==> config.mk <==
export PLATFORM = sky130hd
export DESIGN_NAME = dtpm_pin_mux
export DESIGN_NICKNAME = d
export VERILOG_FILES = /design/src/pkg/dtpm_pkg.sv /design/src/core/dtpm_pin_mux.sv
export VERILOG_INCLUDE_DIRS = /design/src /design/src/pkg
export SDC_FILE = /design/constraint.sdc
export NUM_CORES = 1
export LEC_CHECK = 0
export ABC_AREA = 0
export BUFFER_PORTS_ARGS = -buffer_cell sky130_fd_sc_hd__buf_2
export CAP_MARGIN = 20
export CORE_MARGIN = 5
export CORE_UTILIZATION = 16
export DETAILED_ROUTE_END_ITERATION = 8
export PLACE_DENSITY = 0.74
export SYNTH_ARGS = -nofsm -noshare
export SYNTH_HDL_FRONTEND = slang
export SYNTH_SLANG_ARGS = --single-unit
==> constraint.sdc <==
create_clock -name clk_i -period 0.9 [get_ports clk_i]
set_input_delay 0.18 -clock clk_i [delete_from_list [all_inputs] [get_ports clk_i]]
set_output_delay 0.18 -clock clk_i [all_outputs]
set_load 0.03 [all_outputs]
==> src/pkg/dtpm_params.svh <==
// Constants for the debug, trace and serial pin multiplexer
`ifndef DTPM_PARAMS_SVH
`define DTPM_PARAMS_SVH
`define DTPM_DBG_GPIO_BIT 5
`define DTPM_PAH_PIN5_MSB 7
`define DTPM_PAH_PIN5_LSB 4
`define DTPM_PBL_PIN0_MSB 3
`define DTPM_PBL_PIN0_LSB 0
`define DTPM_PBL_PIN1_MSB 7
`define DTPM_PBL_PIN1_LSB 4
`define DTPM_PCL_PIN2_MSB 11
`define DTPM_PCL_PIN2_LSB 8
`define DTPM_ALT_OUT_CODE 4'h9
`define DTPM_BOOT_RST_VAL 1'b0
`define DTPM_SEEN_RST_VAL 1'b1
`endif

==> src/pkg/dtpm_pkg.sv <==
// Types for the debug, trace and serial pin multiplexer
`default_nettype none
package dtpm_pkg;
    typedef enum logic {
        DTPM_JTAG,
        DTPM_SWD
    } dtpm_dbg_mode_t;

    typedef struct packed {
        logic trace_en;
        logic trace_async;
        logic trace_sync4;
        logic pkt_trace_en;
    } dtpm_trace_cfg_t;

    typedef struct packed {
        logic i;
        logic o;
        logic oe;
    } dtpm_pin_t;
endpackage : dtpm_pkg
`default_nettype wire

==> src/core/dtpm_pin_mux.sv <==
// Debug, trace, boot strap and serial controller 1 pin multiplexer
// What this block does
// - Debug port returns to JTAG after power-up or while chip reset is low.
// - Debugger selection sequence switches to serial-wire; mode-select pin becomes data.
// - Debug clock pin is JTAG clock with pull-down, or serial-wire clock.
// - JTAG drives data out on port C pin 2, takes data in on pin 3.
// - Port C pins 2,4 go GPIO on config bit 5; pin 3 also in serial-wire.
// - Async trace on port C pin 2 needs async trace, serial-wire, alternate field.
// - Packet trace data on port A pin 5 needs trace off, enable, alternate field.
// - Sync trace bit 3 on port A pin 5 needs 4-wire trace and alternate field.
// - Boot strap caught at reset release selects flash info monitor start.
// - Port B pin 1 carries serial 1 slave out or UART transmit when alternate.
// - Port B pin 2 feeds serial 1 slave in or UART receive by mode.
// - Port B pin 0 is external interrupt A input besides GPIO.
// - Sync trace clock on port B pin 0 when trace on and alternate field.
`include "dtpm_params.svh"
`default_nettype none
module dtpm_pin_mux #(
    parameter logic [3:0] ALT_CODE = `DTPM_ALT_OUT_CODE
) (
    // Clock and reset
    input wire logic clk_i,
    input wire logic resetn_i,
    // Debug mode control from the debug logic
    input wire logic swd_select_i,
    input wire logic [7:0] debug_pin_config_i,
    input wire logic [15:0] port_a_high_config_i,
    input wire logic [15:0] port_b_low_config_i,
    input wire logic [15:0] port_c_low_config_i,
    input wire dtpm_pkg::dtpm_trace_cfg_t trace_cfg_i,
    input wire logic serial1_uart_mode_i,
    // Core side signals
    input wire logic test_data_out_i,
    input wire logic async_trace_out_i,
    input wire logic packet_trace_data_i,
    input wire logic sync_trace_bit3_i,
    input wire logic sync_trace_clock_i,
    input wire logic serial1_slave_out_i,
    input wire logic serial1_uart_tx_i,
    input wire logic swdio_out_i,
    input wire logic swdio_oe_i,
    // GPIO drive per pin
    input wire logic [5:0] gpio_out_i,
    input wire logic [5:0] gpio_oe_i,
    // Pins
    input wire logic debug_clk_pin_i,
    input wire logic port_a_pin5_i,
    input wire logic port_b_pin0_i,
    input wire logic port_b_pin2_i,
    input wire logic port_c_pin3_i,
    input wire logic port_c_pin4_i,
    output logic port_a_pin5_o,
    output logic port_a_pin5_oe_o,
    output logic port_b_pin0_o,
    output logic port_b_pin0_oe_o,
    output logic port_b_pin1_o,
    output logic port_b_pin1_oe_o,
    output logic port_c_pin2_o,
    output logic port_c_pin2_oe_o,
    output logic port_c_pin4_o,
    output logic port_c_pin4_oe_o,
    output logic debug_clk_pulldown_o,
    output logic pullup_en_o,
    // Core side inputs
    output logic swd_mode_o,
    output logic test_clock_in_o,
    output logic swd_clock_o,
    output logic test_data_in_o,
    output logic test_mode_select_o,
    output logic swdio_in_o,
    output logic serial1_slave_in_o,
    output logic serial1_uart_rx_o,
    output logic ext_interrupt_a_o,
    output logic flash_info_monitor_o
);
    dtpm_pkg::dtpm_dbg_mode_t mode_ff, nxt_mode;
    logic boot_ff, nxt_boot;
    logic rst_seen_ff, nxt_rst_seen;
    logic swd, gpio_cfg, a5_alt, b0_alt, b1_alt, c2_alt;
    logic pkt_on, sync3_on, async_on, tclk_on;

    function automatic logic alt_sel(input logic [3:0] field);
        alt_sel = (field == ALT_CODE);
    endfunction : alt_sel

    always_comb begin
        nxt_mode = mode_ff;
        nxt_boot = boot_ff;
        nxt_rst_seen = 1'b0;
        if (swd_select_i) begin
            nxt_mode = dtpm_pkg::DTPM_SWD;
        end
        // Strap caught on the first edge after reset release, never under reset
        if (rst_seen_ff) begin
            nxt_boot = ~port_a_pin5_i;
        end
    end

    always_ff @(posedge clk_i) begin
        if (!resetn_i) begin
            mode_ff <= dtpm_pkg::DTPM_JTAG;
            boot_ff <= `DTPM_BOOT_RST_VAL;
            rst_seen_ff <= `DTPM_SEEN_RST_VAL;
        end else begin
            mode_ff <= nxt_mode;
            boot_ff <= nxt_boot;
            rst_seen_ff <= nxt_rst_seen;
        end
    end

    always_comb begin
        swd = (mode_ff == dtpm_pkg::DTPM_SWD);
        gpio_cfg = debug_pin_config_i[`DTPM_DBG_GPIO_BIT];
        a5_alt = alt_sel(port_a_high_config_i[`DTPM_PAH_PIN5_MSB:`DTPM_PAH_PIN5_LSB]);
        b0_alt = alt_sel(port_b_low_config_i[`DTPM_PBL_PIN0_MSB:`DTPM_PBL_PIN0_LSB]);
        b1_alt = alt_sel(port_b_low_config_i[`DTPM_PBL_PIN1_MSB:`DTPM_PBL_PIN1_LSB]);
        c2_alt = alt_sel(port_c_low_config_i[`DTPM_PCL_PIN2_MSB:`DTPM_PCL_PIN2_LSB]);
        pkt_on = !trace_cfg_i.trace_en && trace_cfg_i.pkt_trace_en && a5_alt;
        sync3_on = trace_cfg_i.trace_en && trace_cfg_i.trace_sync4 && a5_alt;
        async_on = trace_cfg_i.trace_en && trace_cfg_i.trace_async && swd && c2_alt;
        tclk_on = trace_cfg_i.trace_en && b0_alt;
    end

    always_comb begin
        // Port A pin 5
        port_a_pin5_o = pkt_on ? packet_trace_data_i :
                        sync3_on ? sync_trace_bit3_i : gpio_out_i[0];
        port_a_pin5_oe_o = pkt_on || sync3_on || gpio_oe_i[0];
        // Port B pin 0
        port_b_pin0_o = tclk_on ? sync_trace_clock_i : gpio_out_i[1];
        port_b_pin0_oe_o = tclk_on || gpio_oe_i[1];
        // Port B pin 1
        port_b_pin1_o = b1_alt ? (serial1_uart_mode_i ? serial1_uart_tx_i
                                  : serial1_slave_out_i) : gpio_out_i[2];
        port_b_pin1_oe_o = b1_alt || gpio_oe_i[2];
        // Port C pin 2: GPIO wins over debug, then trace, then JTAG data out
        if (gpio_cfg) begin
            port_c_pin2_o = gpio_out_i[3];
            port_c_pin2_oe_o = gpio_oe_i[3];
        end else if (async_on) begin
            port_c_pin2_o = async_trace_out_i;
            port_c_pin2_oe_o = 1'b1;
        end else if (!swd) begin
            port_c_pin2_o = test_data_out_i;
            port_c_pin2_oe_o = 1'b1;
        end else begin
            port_c_pin2_o = 1'b0;
            port_c_pin2_oe_o = 1'b0;
        end
        // Port C pin 4: GPIO, else serial-wire data, else JTAG mode-select input
        if (gpio_cfg) begin
            port_c_pin4_o = gpio_out_i[5];
            port_c_pin4_oe_o = gpio_oe_i[5];
        end else begin
            port_c_pin4_o = swdio_out_i;
            port_c_pin4_oe_o = swd && swdio_oe_i;
        end
        debug_clk_pulldown_o = !swd;
        pullup_en_o = !gpio_cfg;
        swd_mode_o = swd;
        test_clock_in_o = swd ? 1'b0 : debug_clk_pin_i;
        swd_clock_o = swd ? debug_clk_pin_i : 1'b0;
        // Port C pin 3 input goes to GPIO use in serial-wire mode or on bit 5
        test_data_in_o = (gpio_cfg || swd) ? 1'b1 : port_c_pin3_i;
        test_mode_select_o = (gpio_cfg || swd) ? 1'b1 : port_c_pin4_i;
        swdio_in_o = (swd && !gpio_cfg) ? port_c_pin4_i : 1'b1;
        serial1_slave_in_o = serial1_uart_mode_i ? 1'b0 : port_b_pin2_i;
        serial1_uart_rx_o = serial1_uart_mode_i ? port_b_pin2_i : 1'b1;
        ext_interrupt_a_o = port_b_pin0_i;
        flash_info_monitor_o = boot_ff;
    end

    a_mode_reset: assert property (@(posedge clk_i)
        !resetn_i |=> mode_ff == dtpm_pkg::DTPM_JTAG)
        else $error("debug mode not JTAG after reset");
    a_swd_switch: assert property (@(posedge clk_i) disable iff (!resetn_i)
        swd_select_i |=> swd_mode_o)
        else $error("serial-wire select not taken");
    // Only reset may bring the port back to JTAG
    a_mode_sticky: assert property (@(posedge clk_i) disable iff (!resetn_i)
        swd_mode_o |=> swd_mode_o)
        else $error("serial-wire mode left without reset");
    a_clk_route: assert property (@(posedge clk_i) disable iff (!resetn_i)
        !swd_mode_o |-> test_clock_in_o == debug_clk_pin_i && debug_clk_pulldown_o)
        else $error("JTAG clock not routed");
    a_tdo_drive: assert property (@(posedge clk_i) disable iff (!resetn_i)
        !swd_mode_o && !gpio_cfg |->
        port_c_pin2_oe_o && port_c_pin2_o == test_data_out_i)
        else $error("JTAG data out not driven");
    a_pin3_gpio: assert property (@(posedge clk_i) disable iff (!resetn_i)
        swd_mode_o |-> test_data_in_o)
        else $error("pin 3 still feeds JTAG in serial-wire mode");
    a_pin4_gpio: assert property (@(posedge clk_i) disable iff (!resetn_i)
        gpio_cfg |-> port_c_pin4_o == gpio_out_i[5] && port_c_pin4_oe_o == gpio_oe_i[5])
        else $error("pin 4 not general I/O on config bit");
    a_trace_out: assert property (@(posedge clk_i) disable iff (!resetn_i)
        async_on && !gpio_cfg |-> port_c_pin2_o == async_trace_out_i)
        else $error("async trace not on pin 2");
    a_pkt_drive: assert property (@(posedge clk_i) disable iff (!resetn_i)
        pkt_on |-> port_a_pin5_oe_o && port_a_pin5_o == packet_trace_data_i)
        else $error("packet trace not on port A pin 5");
    a_sync3_drive: assert property (@(posedge clk_i) disable iff (!resetn_i)
        sync3_on |-> port_a_pin5_o == sync_trace_bit3_i)
        else $error("sync trace bit 3 not driven");
    a_boot_strap: assert property (@(posedge clk_i)
        $rose(resetn_i) |=> flash_info_monitor_o == !$past(port_a_pin5_i))
        else $error("boot strap not caught");
    a_b1_uart: assert property (@(posedge clk_i) disable iff (!resetn_i)
        b1_alt && serial1_uart_mode_i |-> port_b_pin1_o == serial1_uart_tx_i)
        else $error("UART transmit not on port B pin 1");
    a_b2_route: assert property (@(posedge clk_i) disable iff (!resetn_i)
        serial1_uart_mode_i |-> serial1_uart_rx_o == port_b_pin2_i)
        else $error("UART receive not fed");
    a_irq_a: assert property (@(posedge clk_i) disable iff (!resetn_i)
        ext_interrupt_a_o == port_b_pin0_i)
        else $error("interrupt A not fed");
    a_tclk_drive: assert property (@(posedge clk_i) disable iff (!resetn_i)
        tclk_on |-> port_b_pin0_oe_o && port_b_pin0_o == sync_trace_clock_i)
        else $error("trace clock not on port B pin 0");
endmodule : dtpm_pin_mux
`default_nettype wire

==> impl_results.rst <==
.. list-table::
   :header-rows: 1

   * - Metric
     - Value
   * - Worst min path class
     - in -> reg
   * - Fraction of layout cells with a size suffix above 1
     - 83.6%
   * - Mean number of vias per cell
     - 4.37
   * - Total setup violations reported at the end of the flow
     - 17
   * - Worst Max-Slew Pin Slew
     - 265 ps
   * - Number of cells on the worst reg-to-reg path
     - 4
   * - Crit path from
     - swd_mode_o
   * - Number of cells produced by synthesis
     - 47
   * - PwrDens
     - 871 mW/mm^2
   * - Endpoint of the worst setup timing path
     - swdio_in_o
   * - Total core area
     - 0.00202 sq mm
   * - Pin count of the biggest net entering global routing
     - 9
   * - Std-Cell Rows
     - 16
   * - Unrepaired setup endpoints after global routing
     - true
   * - Synth unique cells
     - 24
   * - Failing checks
     - setup timing
   * - CTS HTree Levels
     - 1
   * - Effective utilization at floorplan
     - 17.2%
   * - Worst supply voltage drop on vdd
     - 627 uV
   * - Count of fill cells added during filler insertion
     - 210
   * - Largest buffer count on any clock path
     - 2
   * - Total I/O pin count
     - 113
   * - Number of buffers added to fix hold violations after cts
     - 0
   * - Register clock-pin slew on the reported worst setup and hold paths
     - 40 ps
   * - Remaining number of nets flagged by the antenna check after routing
     - 0
   * - Post-Syn Nets
     - 138
   * - Nets
     - 214
   * - Met2 usage
     - 23.6%
   * - Critical R2R Capture
     - swd_mode_o
   * - DRT Wirelength
     - 1.94 mm
   * - GPL Wtd Cong
     - 0.824
   * - Slack of the worst reg-to-reg path
     - 60 ps
   * - Synthesized area
     - 348 sq um
   * - Layout area overhead
     - 208%
   * - Die area
     - 0.00321 sq mm
   * - Fin Setup TNS
     - -5140 ps
   * - Critical register-to-register path startpoint
     - swd_mode_o
   * - Number of clock sinks
     - 3
   * - Wire length per cell after detailed routing
     - 13.0 microns
   * - Remaining max-slew budget at the tightest pin
     - 81.8%
   * - Height of the chip
     - 56.6 microns
   * - Avg Inst Size Synth
     - 7.40 sq um
   * - Highest fanout seen on the critical path
     - 5
   * - Core utilization of the finished layout
     - 52.9%
   * - Maximum achievable frequency
     - 731 MHz
   * - 1st-pass router iterations
     - 4
   * - Clock buffer count from CTS
     - 3
   * - Die Wd
     - 56.6 microns
   * - Global-route met3 utilization
     - 3.21%
   * - Global route hottest layer
     - met2
   * - Gr ovfl total
     - 0
   * - Root buffer selected by CTS
     - clkbuf_4
   * - Final number of max-transition violations
     - 0
   * - Commonest cells after routing, fill and taps aside
     - 42 x buf_2, 24 x buf_6, 5 x buf_4
   * - Maxcap violations
     - 0
   * - Type of element capturing the critical path
     - output pin
   * - Clock latency at the later pin of the worst-skew pair
     - 230 ps
   * - Worst path setup slack after routing
     - -467 ps
   * - Post-layout minimum cycle time
     - 1370 ps
   * - Via count of the first global-routing pass
     - 655
   * - Antenna cells
     - 0
   * - Grt met1 use
     - 8.82%
   * - Count of input and output buffers
     - 69
   * - Leak pwr
     - 0.529 nW
   * - Clock tree from TritonCTS
     - done
   * - Most frequent standard cell in the layout excluding fill and tap cells
     - buf_2
   * - Critical path arrival
     - 1190 ps
   * - Overall power of the completed layout
     - 0.932 mW
   * - Aggregate global-route resource usage
     - 11.0%
   * - Layout Skew
     - 0.0111 ps
   * - Final-report hold violation count
     - 0
   * - Routed vias
     - 651
   * - Data required time of the worst path
     - 720 ps
   * - Flip-flop and latch count after synthesis
     - 3
   * - Worst Setup Start Kind
     - register
   * - Outcome
     - finished with violations
   * - Share of synthesized area occupied by flip-flops and latches
     - 17.3%
   * - DRC viols
     - 0
   * - Number of warnings printed during yosys synthesis
     - 0
   * - DPL Wire Length
     - 1.60 mm
   * - Number of antenna violations at the first check in global routing
     - 0
   * - Kind of critical path
     - reg -> out
   * - Share of the clock period used by the worst path after layout
     - 152%
   * - Global-route wire length before repair
     - 2.84 mm
   * - DRC violation total after the first TritonRoute iteration
     - 8
-- timing repair --
item,4_1_cts,5_1_grt
setup buffers,0,2
hold endpoints to repair,0,0
endpoints found under the setup margin,18,17
resized for setup,52,7
pin swaps,5,4
-- synth_stat cells (all sizes together) --
master,instances,area share (%)
nor2,5,5.4
a21oi,4,5.8
and4bb,3,11
dfxtp,3,17
inv,3,3.2
nand2,3,3.2
or3,3,5.4
a2bb2oi,2,5.0
mux2,2,6.5
nand2b,2,3.6
nand3,2,2.9
nor2b,2,3.6
or2,2,3.6
a211oi,1,2.2
a21o,1,2.2
a22o,1,2.5
and2,1,1.8
and3,1,1.8
buf,1,2.2
mux2i,1,2.9
nand4bb,1,3.2
nor3,1,1.4
o21ai,1,1.4
or2b,1,2.2
-- critical path, cell delays in order (launching register included) --
cell        delay [ps]
dfxtp_4            360
clkinvlp_4         110
or3_4              340
buf_6              150
-- where the power goes --
part	internal, mW	switching (mW)	total (mW)
Clock	0.166	0.0684	0.234
Combinational	0.294	0.252	0.547
Sequential	0.143	0.00829	0.151
-- metal layers --
metal / vias up / wire (microns)
li1: 318 / -
met1: 298 / 511
met2: 33 / 1190
met3: 2 / 220
met4: 0 / 19
met5: - / 0
-- logic make-up (layout without fill, tap and decap cells) --
kind of cell	Yosys count	count (layout)	share of synthesized area (%)
flip-flops	3	3	17.3
multiplexers	3	3	9.35
AND/OR/NAND/NOR	27	27	48.9
buffers and inverters	4	79	5.40
AO/OA/AOI/OAI	10	10	19.1
-- per-stage QoR --
stage	setup slack, ps	hold slack [ps]	cells	area (sq um)
floorplan	-353	269	47	439
global placement	-344	361	143	818
detailed placement	-359	361	143	818
CTS	-483	110	147	1030
global route	-512	115	149	1070
finish	-467	118	149	1070
-- registers in the layout (all words and copies together), names as in the netlist --
signal	cells
flash_info_monitor_o	1
rst_seen_ff	1
swd_mode_o	1
-- how the worst min path moves through the flow --
| stage | slack, ps | depth (start not counted) | start | endpoint |
|---|---|---|---|---|
| 2_1_floorplan | 270 | 1 | resetn_i | rst_seen_ff |
| 3_3_place_gp | 360 | 0 | port_b_pin0_i | ext_interrupt_a_o |
| 3_5_place_dp | 360 | 0 | port_b_pin0_i | ext_interrupt_a_o |
| 4_1_cts | 110 | 2 | port_a_pin5_i | flash_info_monitor_o |
| 5_1_grt | 120 | 2 | port_a_pin5_i | flash_info_monitor_o |
| 6_report | 120 | 2 | port_a_pin5_i | flash_info_monitor_o |
-- layout make-up --
class / instances / area, sq um / share of cell area (%)
Sequential cell: 3 / 65.1 / 6.08
Multi-Input combinational cell: 40 / 392 / 36.6
Clock buffer: 4 / 26.3 / 2.46
Tap cell: 27 / 33.8 / 3.16
Inverter: 3 / 15.0 / 1.40
Timing Repair Buffer: 72 / 538 / 50.3
Note: power is estimated with default switching activity, not from simulation.
